<file path="src/boot_reset_consts.svh">
// Constants for the boot reset and clock default block.
// Included by the design module and the testbench; definitions only.
`ifndef BOOT_RESET_CONSTS_SVH
`define BOOT_RESET_CONSTS_SVH

`define RESET_VECTOR_ADDR 32'h8000_0000
`define FLASH_BASE_ADDR 32'h8000_0000
`define FLASH_REGION_MASK 32'hFF00_0000
`define CLK_SRC_RC 2'h0
`define CLK_SRC_OSC 2'h1
`define CLK_SRC_PLL0 2'h2
`define CLK_SRC_PLL1 2'h3
`define DIV_PASS 4'h0
`define RELEASE_HOLD_CYCLES 4'h4
`define CFG_FLAGS_RESET 8'h00

`endif

</file>
<file path="src/boot_reset_pkg.sv">
// Types shared by the boot reset and clock default block.
// Constants live in boot_reset_consts.svh.
package boot_reset_pkg;
   typedef enum logic [1:0] {
      ST_HOLD,
      ST_RELEASE,
      ST_RUN
   } boot_state_t;
endpackage

</file>
<file path="src/boot_reset_clock_defaults.sv">
// Boot reset sequencer and clock defaults, running on the RC oscillator clock.
// Assumes i_pwr_good comes from an analog detector and is asynchronous here;
// software settings arrive from a same-clock configuration source.
`timescale 1ns/1ps
`default_nettype none
`include "boot_reset_consts.svh"
module boot_reset_clock_defaults
   import boot_reset_pkg::*;
#(
   parameter int N_PLL = 2,
   parameter int N_MOD = 8
) (
   input wire logic i_ref_clk,
   input wire logic i_rst_b,
   input wire logic i_pwr_good,
   input wire logic i_sw_cfg_we,
   input wire logic [N_PLL-1:0] i_sw_pll_en,
   input wire logic [1:0] i_sw_clk_src,
   input wire logic [N_MOD-1:0] i_sw_clk_en,
   input wire logic [4*N_MOD-1:0] i_sw_clk_div,
   output logic o_sys_rst_b,
   output logic o_fetch_start,
   output logic [31:0] o_fetch_addr,
   output logic o_fetch_in_flash,
   output logic [1:0] o_clk_src,
   output logic [N_PLL-1:0] o_pll_en,
   output logic [N_MOD-1:0] o_clk_en,
   output logic [4*N_MOD-1:0] o_clk_div
);
   logic pwr_good_s;
   boot_state_t state_r;
   boot_state_t state_nxt;
   logic [3:0] hold_cnt_r;
   logic [3:0] hold_cnt_nxt;
   logic sys_rst_b_r;
   logic sys_rst_b_nxt;
   logic fetch_start_r;
   logic fetch_start_nxt;
   logic [31:0] fetch_addr_r;
   logic [31:0] fetch_addr_nxt;
   logic fetch_in_flash_r;
   logic fetch_in_flash_nxt;
   logic [1:0] clk_src_r;
   logic [1:0] clk_src_nxt;
   logic [N_PLL-1:0] pll_en_r;
   logic [N_PLL-1:0] pll_en_nxt;
   logic [N_MOD-1:0] clk_en_r;
   logic [N_MOD-1:0] clk_en_nxt;
   logic [4*N_MOD-1:0] clk_div_r;
   logic [4*N_MOD-1:0] clk_div_nxt;

   // Power-good is an analog level; never read it before two flops
   sync_2ff u_pg_sync (
      .i_ref_clk(i_ref_clk),
      .i_rst_b(i_rst_b),
      .i_async(i_pwr_good),
      .o_sync(pwr_good_s)
   );

   // Sequencer: a dip in power-good always returns to hold
   always_comb begin
      state_nxt = state_r;
      hold_cnt_nxt = hold_cnt_r;
      sys_rst_b_nxt = 1'b0;
      fetch_start_nxt = 1'b0;
      if (!pwr_good_s) begin
         state_nxt = ST_HOLD;
         hold_cnt_nxt = 4'h0;
      end else begin
         unique case (state_r)
            ST_HOLD: begin
               state_nxt = ST_RELEASE;
               hold_cnt_nxt = 4'h0;
            end
            ST_RELEASE: begin
               // Short settle so defaults are stable before reset lifts
               hold_cnt_nxt = hold_cnt_r + 4'h1;
               if (hold_cnt_r == `RELEASE_HOLD_CYCLES - 4'h1) begin
                  state_nxt = ST_RUN;
                  sys_rst_b_nxt = 1'b1;
                  fetch_start_nxt = 1'b1;
               end
            end
            ST_RUN: begin
               sys_rst_b_nxt = 1'b1;
            end
            // The unused state code falls back to hold rather than locking up
            default: begin
               state_nxt = ST_HOLD;
               hold_cnt_nxt = 4'h0;
            end
         endcase
      end
   end

   // Clock configuration: defaults forced outside run, software-owned in run
   always_comb begin
      clk_src_nxt = clk_src_r;
      pll_en_nxt = pll_en_r;
      clk_en_nxt = clk_en_r;
      clk_div_nxt = clk_div_r;
      fetch_addr_nxt = `RESET_VECTOR_ADDR;
      fetch_in_flash_nxt = ((`RESET_VECTOR_ADDR & `FLASH_REGION_MASK) == `FLASH_BASE_ADDR);
      // Defaults return on the same edge that drops the system reset, so no
      // software PLL or gate setting survives into a reset period
      if (!pwr_good_s || state_r != ST_RUN) begin
         clk_src_nxt = `CLK_SRC_RC;
         pll_en_nxt = '0;
         clk_en_nxt = '1;
         clk_div_nxt = {N_MOD{`DIV_PASS}};
      end else if (i_sw_cfg_we) begin
         clk_src_nxt = i_sw_clk_src;
         pll_en_nxt = i_sw_pll_en;
         clk_en_nxt = i_sw_clk_en;
         clk_div_nxt = i_sw_clk_div;
      end
   end

   always_ff @(posedge i_ref_clk or negedge i_rst_b) begin
      if (!i_rst_b) begin
         state_r <= ST_HOLD;
         hold_cnt_r <= 4'h0;
         sys_rst_b_r <= 1'b0;
         fetch_start_r <= 1'b0;
         fetch_addr_r <= `RESET_VECTOR_ADDR;
         fetch_in_flash_r <= 1'b1;
         clk_src_r <= `CLK_SRC_RC;
         pll_en_r <= '0;
         clk_en_r <= '1;
         clk_div_r <= '0;
      end else begin
         state_r <= state_nxt;
         hold_cnt_r <= hold_cnt_nxt;
         sys_rst_b_r <= sys_rst_b_nxt;
         fetch_start_r <= fetch_start_nxt;
         fetch_addr_r <= fetch_addr_nxt;
         fetch_in_flash_r <= fetch_in_flash_nxt;
         clk_src_r <= clk_src_nxt;
         pll_en_r <= pll_en_nxt;
         clk_en_r <= clk_en_nxt;
         clk_div_r <= clk_div_nxt;
      end
   end

   assign o_sys_rst_b = sys_rst_b_r;
   assign o_fetch_start = fetch_start_r;
   assign o_fetch_addr = fetch_addr_r;
   assign o_fetch_in_flash = fetch_in_flash_r;
   assign o_clk_src = clk_src_r;
   assign o_pll_en = pll_en_r;
   assign o_clk_en = clk_en_r;
   assign o_clk_div = clk_div_r;
endmodule
`default_nettype wire

</file>
<file path="src/sync_2ff.sv">
// Two-flop level synchroniser into the reference clock domain.
// Assumes the input is a slow level from outside this clock's domain.
`timescale 1ns/1ps
`default_nettype none
module sync_2ff (
   input wire logic i_ref_clk,
   input wire logic i_rst_b,
   input wire logic i_async,
   output logic o_sync
);
   logic meta_r;
   logic meta_nxt;
   logic sync_r;
   logic sync_nxt;

   always_comb begin
      meta_nxt = i_async;
      sync_nxt = meta_r;
   end

   always_ff @(posedge i_ref_clk or negedge i_rst_b) begin
      if (!i_rst_b) begin
         meta_r <= 1'b0;
         sync_r <= 1'b0;
      end else begin
         meta_r <= meta_nxt;
         sync_r <= sync_nxt;
      end
   end

   assign o_sync = sync_r;
endmodule
`default_nettype wire

</file>
<file path="config.mk">
export PLATFORM = sky130hd
export DESIGN_NAME = boot_reset_clock_defaults
export DESIGN_NICKNAME = d
export VERILOG_FILES = /design/src/boot_reset_pkg.sv /design/src/boot_reset_clock_defaults.sv /design/src/sync_2ff.sv
export VERILOG_INCLUDE_DIRS = /design/src
export SDC_FILE = /design/constraint.sdc
export NUM_CORES = 1
export LEC_CHECK = 0
export BUFFER_PORTS_ARGS = -buffer_cell sky130_fd_sc_hd__buf_2
export CAP_MARGIN = 20
export CORE_ASPECT_RATIO = 0.5
export CORE_MARGIN = 3
export CORE_UTILIZATION = 30
export CTS_BUF_LIST = sky130_fd_sc_hd__clkbuf_8
export CTS_CLUSTER_DIAMETER = 30
export DETAILED_ROUTE_END_ITERATION = 16
export GPL_TIMING_DRIVEN = 0
export PLACE_DENSITY = 0.58
export SLEW_MARGIN = 0
export SYNTH_ARGS = -nofsm -noshare
export SYNTH_HDL_FRONTEND = slang
export SYNTH_SLANG_ARGS = --single-unit
export TNS_END_PERCENT = 1
</file>
<file path="constraint.sdc">
create_clock -name i_ref_clk -period 1.8 [get_ports i_ref_clk]
set_clock_uncertainty 0.05 [all_clocks]
set_input_delay 0.27 -clock i_ref_clk [delete_from_list [all_inputs] [get_ports i_ref_clk]]
set_output_delay 0.27 -clock i_ref_clk [all_outputs]
set_load 0.02 [all_outputs]
</file>
Word level (Yosys, flattened, before mapping)
Index checks and enable logic that the tools add are counted.
Operators by class
  add/sub/neg operators: 1
  mux-type cells: 18
  equal/unequal tests: 6
  reduce and logical (&&, ||, !) cells: 5
Operators with widths (count)
  32-bit 2-to-1 mux: 2
  8-bit 2-to-1 mux: 2
  2-bit 2-to-1 mux: 6
  4-bit one-hot mux with 2 select lines: 1
  2-bit one-hot mux with 3 select lines: 1
  4-bit by 1-bit adder with 4-bit output (second input constant): 1
  4-bit by 2-bit == test with 1-bit output (second input constant): 1
  1-bit 2-to-1 mux: 4
  4-bit 2-to-1 mux: 1
  2-bit != test (second input constant): 2
  3-bit != test (second input constant): 1
  2-bit by 1-bit == test with 1-bit output (second input constant): 1
  2-bit == test (second input constant): 1
  2-bit logical NOT: 1
  1-bit one-hot mux with 2 select lines: 1
  2-bit AND reduction: 1
  2-bit nonzero test: 1
  1-bit logical NOT: 1
  1-bit logical OR: 1
Storage, ports and cells
  logic and storage cells: 40
  register bits after elaboration: 54
  output and inout bits: 79
  bits of input ports: 48

Longest topological paths before layout
Gate-level depths: netlist of run 1.
  depth in word-level cells: 4
  mapped depth: 7
  depth with buffers taken out: 5

Cells and area by module
Synthesis of run 1 repeated with hierarchy kept, for this count alone.
Unflattened totals
  cell total of the unflattened synthesis: 226
  area, all modules: 2533.7 um^2
By module, submodules not included
  boot_reset_clock_defaults: area each 2483.6 um^2, cells each 224, sequential area each 1311.3 um^2, times used 1
  sync_2ff: area each 50.0 um^2, cells each 2, sequential area each 50.0 um^2, times used 1

Worst setup path before layout of run 1
No wires, ideal clock.
  path type: register to register
  from: reg state_r[0]
  to: reg hold_cnt_r[2]
  arrival time: 1.238 ns
  slack: 0.391 ns
  clock period less this slack: 1.409 ns
  path buffers: 2
  setup time: 0.122 ns
  stages on the path, launching flop included: 7
  data required time: 1.628 ns
  cell sequence: dfrtp_1 -> inv_1 -> ha_1 -> buf_2 -> and2_1 -> buf_2 -> a32o_1
Between the ends
  cells in the longest elaborated chain, start to end: 3
  elaborated cells on any way between the ends: 5
  classes of those cells: eq/ne: 3; mux: 2
Ends and longest elaborated chain
  start: declaration: line boot_reset_clock_defaults.sv:31  | boot_state_t state_r;
  start signal: assignment: line boot_reset_clock_defaults.sv:132  | state_r <= state_nxt;
  2-bit == test or 2-bit by 1-bit == test with 1-bit output (tied branches): line boot_reset_clock_defaults.sv:70  | unique case (state_r)
  4-bit one-hot mux with 2 select lines: line boot_reset_clock_defaults.sv:70
  4-bit 2-to-1 mux: line boot_reset_clock_defaults.sv:66  | if (!pwr_good_s) begin
  end signal: assignment: line boot_reset_clock_defaults.sv:133  | hold_cnt_r <= hold_cnt_nxt;
  end: declaration: line boot_reset_clock_defaults.sv:33  | logic [3:0] hold_cnt_r;
Parallel ways exist; a longest one is shown, timed or not.
A chain may end at the register's enable or synchronous reset.

Worst setup path after layout of run 1
Ends and elaborated chain as after synthesis.

==> results.txt, run 1 <==
Status: finished, final reports clean
Synth warnings: 0
FF+latch area: 1360 µm²
Nets: 411
CTS HTree Levels: 2
Cell count after synthesis: 226
Top Ports: 127
Setup TNS: 0 ps
Most used DFF post-synth: dfrtp_1
Crit path capture type: register
Setup violations, final: 0
Distinct cells, synth: 26
Vias per Instance: 4.06
EDFF count, synth: 0
Root Driver: clkbuf_8
Worst skew pair latency: 310 ps
CTS buffer count: 5
Hold slack final: 124 ps
Post-synthesis sequential element count: 54
Final Max Tran Viols: 0
Critical path peak fanout: 10
Leak: 1.93 nW
Area grow syn2layout: 35.4%
Final hold vios: 0
WL/cell: 12.0 µm
Max-cap violations: 0
GP Congestion: 0.756
Reg2reg setup slack: 240 ps
First DRT Iteration DRCs: 114
Final ANT Viol Nets: 0
Reg2reg start: state_r[0]$_DFFE_PN0P_
Pwr Density: 750 nW/µm²
Post-CTS Setup Repair Bufs: 0
Highest clock rate: 639 MHz
DRT Pass-1 Iters: 4
Footprint of the multi-input gates: 966 µm²
CTS max path bufs: 2
Layout cells sized above 1: 43.3%
CP arrival: 1720 ps
Reg2reg end: hold_cnt_r[2]$_DFFE_PN0P_
Pwr Total: 2.57 mW
Seq/Total Area, Yosys: 53.7%
Syn_area_per_cell: 11.2 µm²
Die area: 9650 µm²
Hold_sp: i_sw_clk_en[5]
Fill cells: 769
DRC Markers: 0
Vias in the first global route: 1781
Total wire length: 5.63 mm
Hold crit path type: in2reg
Final period util: 86.9%
# rows: 22
Clock slew at reported path FFs: 100 ps
Finished Core Util: 44.2%
CP Data Required Time: 1960 ps
Placed Cells: 458
Post-route insts no fill: 468
Clock sinks: 54
First-pass GRT wire length: 8.81 mm
Largest net degree at the start of global routing: 29
Worst setup SP type: register
Hold-critical path depth: 3
Core Region: 7760 µm²
Slew HR: 57.9%
Ys async rst share: 100%
Crit Path Class: reg2reg
Post-DP HPWL: 4.42 mm
Most frequent cells in the layout: buf_2, dfrtp_1, mux2i_1
Area of the mapped netlist: 2530 µm²
Total gr overflow: 0
Slew @ Worst Pin: 631 ps
Initial Util: 32.6%
Die Ht: 71.0 µm
Most common cell after layout, fill and taps aside: buf_2
Worst r2r path cells: 6
N_diodes: 0
Initial antenna violation count: 0
Final min period: 1560 ps
# port buffers: 92
RSZ-0062 raised after global routing: false
Routed vias: 1901
Worst Hold Path EP: o_clk_en[5]$_DFFE_PN1P_
CTS tree: yes
Chip Width: 136 µm
Tot GR Track Use: 11.5%
Peak VDD IR: 0.414 mV
==> Yosys cell counts (2+ instances only) <==
cell,n,area share [%]
dfrtp_1,46,45
inv_1,3,0.44
o21ai_0,2,0.40
dfstp_2,8,8.3
buf_4,36,11
ha_1,4,2.0
and2_1,2,0.49
mux2i_1,45,18
buf_2,8,1.6
nor2_1,39,5.8
nand2_1,17,2.5
conb_1,2,0.30
==> per-layer routing <==
metal / share of wire (%) / global-route usage (%) / vias to the layer above
li1: - / - / 933
met4: 1.0 / 3.69 / 0
met3: 6.3 / 2.98 / 5
met5: 0 / 0 / -
met2: 51 / 19.6 / 60
met1: 42 / 14.3 / 903
==> stage by stage <==
step	instance area (µm²)	setup WS, ps
CTS	3430	101
floorplan	2650	391
global route	3430	115
detailed placement	3270	122
finish	3430	236
global placement	3250	148
==> report_power, final <==
group	switching [mW]	internal [mW]	total [mW]
Sequential	0.0114	1.23	1.24
Combinational	0.194	0.160	0.354
Clock	0.388	0.593	0.981
Total	0.594	1.98	2.57
==> critical path, cell delays in order, from the launching register on <==
cell and delay, ps:
dfrtp_1 390, inv_1 70, ha_1 220, buf_2 190, and2_1 150, buf_2 170, a32o_1 210
==> registers in the layout (all words and copies together) (netlist names) <==
register and cells:
o_sys_rst_b 1, u_pg_sync.o_sync 1, o_fetch_start 1, o_clk_en 8, hold_cnt_r 4, o_clk_src 2, o_pll_en 2, o_clk_div 32
state_r 2, u_pg_sync.meta_r 1
==> final cells by class <==
| class | count | area share (%) |
|---|---|---|
| Clock inverter | 2 | 1.75 |
| Tap cell | 108 | 3.94 |
| Multi-Input combinational cell | 155 | 28.2 |
| Sequential cell | 54 | 39.7 |
| Timing Repair Buffer | 95 | 14.6 |
| Clock buffer | 6 | 2.41 |
| Inverter | 3 | 0.328 |
| Buffer | 45 | 9.15 |
==> cell families (layout without fill, tap and decap cells) <==
| family | after synthesis | after routing | synth area share (%) |
|---|---|---|---|
| simple gates | 65 | 65 | 11.0 |
| flops | 54 | 54 | 53.7 |
| buf+inv | 48 | 151 | 12.8 |
| mux | 45 | 45 | 17.8 |
| compound gates | 8 | 8 | 2.37 |
| fa+ha+maj | 4 | 4 | 1.98 |
| other cells | 2 | 33 | 0.296 |
==> timing repair <==
| item | 4_1_cts | 5_1_grt |
|---|---|---|
| hold endpoints to repair | 19 | 0 |
| gates resized for setup | 0 | 1 |
| setup endpoints to repair | 0 | 13 |
| hold buffers | 2 | 0 |
==> worst max path at each step <==
stage | startpoint | to | cells past startpoint
2_1_floorplan | state_r[0]$_DFFE_PN0P_ | hold_cnt_r[2]$_DFFE_PN0P_ | 6
3_3_place_gp | state_r[0]$_DFFE_PN0P_ | o_clk_div[24]$_DFFE_PN0P_ | 6
3_5_place_dp | state_r[0]$_DFFE_PN0P_ | o_clk_div[27]$_DFFE_PN0P_ | 6
4_1_cts | state_r[0]$_DFFE_PN0P_ | o_clk_div[27]$_DFFE_PN0P_ | 6
5_1_grt | state_r[0]$_DFFE_PN0P_ | o_clk_div[9]$_DFFE_PN0P_ | 6
6_report | state_r[0]$_DFFE_PN0P_ | hold_cnt_r[2]$_DFFE_PN0P_ | 6
(Power assumes the default switching activity.)
==> inputs of run 2 (changes only) <==
--- a/config.mk
+++ b/config.mk
@@ -6,6 +6,7 @@
 export SDC_FILE = /design/constraint.sdc
 export NUM_CORES = 1
 export LEC_CHECK = 0
+export ABC_AREA = 1
 export BUFFER_PORTS_ARGS = -buffer_cell sky130_fd_sc_hd__buf_2
 export CAP_MARGIN = 20
 export CORE_ASPECT_RATIO = 0.5
==> run 2 against run 1 <==
  * Maximum frequency grew 6.9%
  * Core utilization shrank 1.4 points
  * First-iteration DRC count shrank 51%
  * Via count grew 13%
  * Highest routed layer unchanged
  * Critical endpoint is now o_clk_div[22]$_DFFE_PN0P_
  * Critical path depth grew 2
  * Die area grew 6.6%
  * Register-to-register slack gained 100 ps
  * Global-route usage grew 0.70 points
  * Count of clock-buffer cells in the layout is the same
  * Combinational power shrank 13%
==> results.txt, run 2 <==
Status: finished, final reports clean
Crit path capture type: register
Slew HR: 55.0%
Core Region: 8370 µm²
Synth warnings: 0
Fill cells: 863
WL/cell: 11.9 µm
Setup TNS: 0 ps
Largest net degree at the start of global routing: 29
Total gr overflow: 0
Pwr Density: 665 nW/µm²
Hold crit path type: in2reg
EDFF count, synth: 0
Post-DP HPWL: 4.76 mm
CTS tree: yes
Synth top area cells: dfrtp_1, buf_4, dfstp_2, inv_1, a21oi_2
DRT Pass-1 Iters: 4
Final period util: 81.3%
Worst r2r path cells: 8
Die Ht: 73.2 µm
Final instance area: 3580 µm²
Final Max Tran Viols: 0
Peak VDD IR: 0.407 mV
Largest area contributor in the netlist: dfrtp_1
CP arrival: 1650 ps
CTS max path bufs: 2
Post-synthesis sequential element count: 54
Clock sinks: 54
Max-cap violations: 0
Most common cell after layout, fill and taps aside: buf_2
Leak: 2.08 nW
Area of the mapped netlist: 2710 µm²
# rows: 23
Ys async rst share: 100%
First DRT Iteration DRCs: 56
Placed inst area: 3450 µm²
Layout cells sized above 1: 47.8%
Highest clock rate: 684 MHz
Total wire length: 6.21 mm
Top cell type's share of synthesized area: 42.5%
# port buffers: 92
CTS buffer count: 5
Vias in the first global route: 2102
Chip Width: 140 µm
Hold-critical path depth: 3
Final ANT Viol Nets: 0
Most frequent cells in the layout: buf_2, inv_1, dfrtp_1
Top Ports: 127
Initial antenna violation count: 0
Final min period: 1460 ps
Worst skew pair latency: 310 ps
Nets: 463
Crit Path Class: reg2reg
Vias per Instance: 4.09
Worst setup SP type: register
Seq/Total Area, Yosys: 50.2%
Die area: 10300 µm²
DRC Markers: 0
Routed vias: 2142
Count leader, synth: inv_1
N_diodes: 0
CP Data Required Time: 1990 ps
Final hold vios: 0
PnR worst setup slack: 337 ps
Clock slew at reported path FFs: 100 ps
Tot GR Track Use: 12.2%
Syn_area_per_cell: 9.75 µm²
Critical path peak fanout: 10
First-pass GRT wire length: 10.0 mm
Root Driver: clkbuf_8
Hold slack final: 116 ps
Most used DFF post-synth: dfrtp_1
Area grow syn2layout: 32.2%
Distinct cells, synth: 21
Finished Core Util: 42.8%
Pre-CTS setup slack: 354 ps
Initial Util: 32.4%
Setup violations, final: 0
CTS HTree Levels: 2
RSZ-0062 raised after global routing: false
Resize count post-CTS: 0
Max FFs per register: 32
Commonest cells in the netlist: inv_1, dfrtp_1, buf_4
GP Congestion: 0.764
Cell count after synthesis: 278
Slew @ Worst Pin: 676 ps
==> run 2: cell types whose count changed in the layout (fill, tap and decap cells not counted), sizes merged, moves of 3 or more <==
| cell | change |
|---|---|
| a21oi | +44 |
| buf | +3 |
| inv | +52 |
| mux2i | -45 |
| nand2 | -4 |
| nand3 | +3 |
| nor2 | -34 |
| o21ai | +44 |
==> run 2: layout make-up <==
type	count	area, µm²	share of cell area [%]
sequential	54	1360	38.0
multi-input combinational	153	890	24.8
timing repair buffer	95	500	14.0
buffer	48	374	10.4
inverter	54	203	5.65
tap	112	140	3.91
clock buffer	6	82.6	2.30
clock inverter	2	33.8	0.942
==> run 2: per-stage QoR <==
stage	cells	power (mW)
after floorplan	309	1.45
after global placement	513	1.55
after detailed placement	514	1.56
after CTS	523	2.41
after global routing	524	2.51
final	524	2.38
==> run 2: cell families (layout without fill, tap and decap cells) <==
kind of cell	Yosys count	in the layout	share of synthesized area, %
simple gates	22	22	3.32
buf+inv	102	205	21.3
compound gates	94	94	23.1
flops	54	54	50.2
other cells	2	33	0.277
fa+ha+maj	4	4	1.85
==> run 2: final timing paths <==
kind                                            start                    endpoint  slack, ps
min in group asynchronous                     i_rst_b    o_clk_div[2]$_DFFE_PN0P_        470
setup reg to reg               state_r[0]$_DFFE_PN0P_   o_clk_div[22]$_DFFE_PN0P_        340
hold reg to reg            u_pg_sync.meta_r$_DFF_PN0_  u_pg_sync.o_sync$_DFF_PN0_        320
hold / removal                       i_sw_clk_div[12]   o_clk_div[12]$_DFFE_PN0P_        120
setup / recovery               state_r[0]$_DFFE_PN0P_   o_clk_div[22]$_DFFE_PN0P_        340
max in group asynchronous                     i_rst_b     o_clk_en[0]$_DFFE_PN1P_        570
==> run 2: timing repair <==
action | CTS | global route
hold endpoints to repair | 27 | 1
buffers inserted | 0 | 0
hold buffers | 1 | 1
endpoints found under the setup margin | 0 | 0
==> run 2: where the power goes <==
part | total, mW | internal, mW | switching (mW) | leakage, nW
Combinational | 0.307 | 0.121 | 0.186 | 1.30
Clock | 0.843 | 0.449 | 0.395 | 0.0626
Sequential | 1.23 | 1.22 | 0.00925 | 0.720
==> run 2: metal layers <==
layer	GRT usage, %	wire length (µm)	vias up
li1	-	-	1076
met1	15.5	2760	994
met2	21.0	2990	61
met3	2.81	375	11
met4	3.54	89	0
met5	0	0	-
==> run 2: worst max-delay path, cell delays in order (launching register included) <==
cell     delay (ps)
dfrtp_1         420
inv_1           100
ha_1            190
nand2_2         100
inv_2            70
buf_6           150
buf_12          150
o21ai_2          60
a21oi_2         110
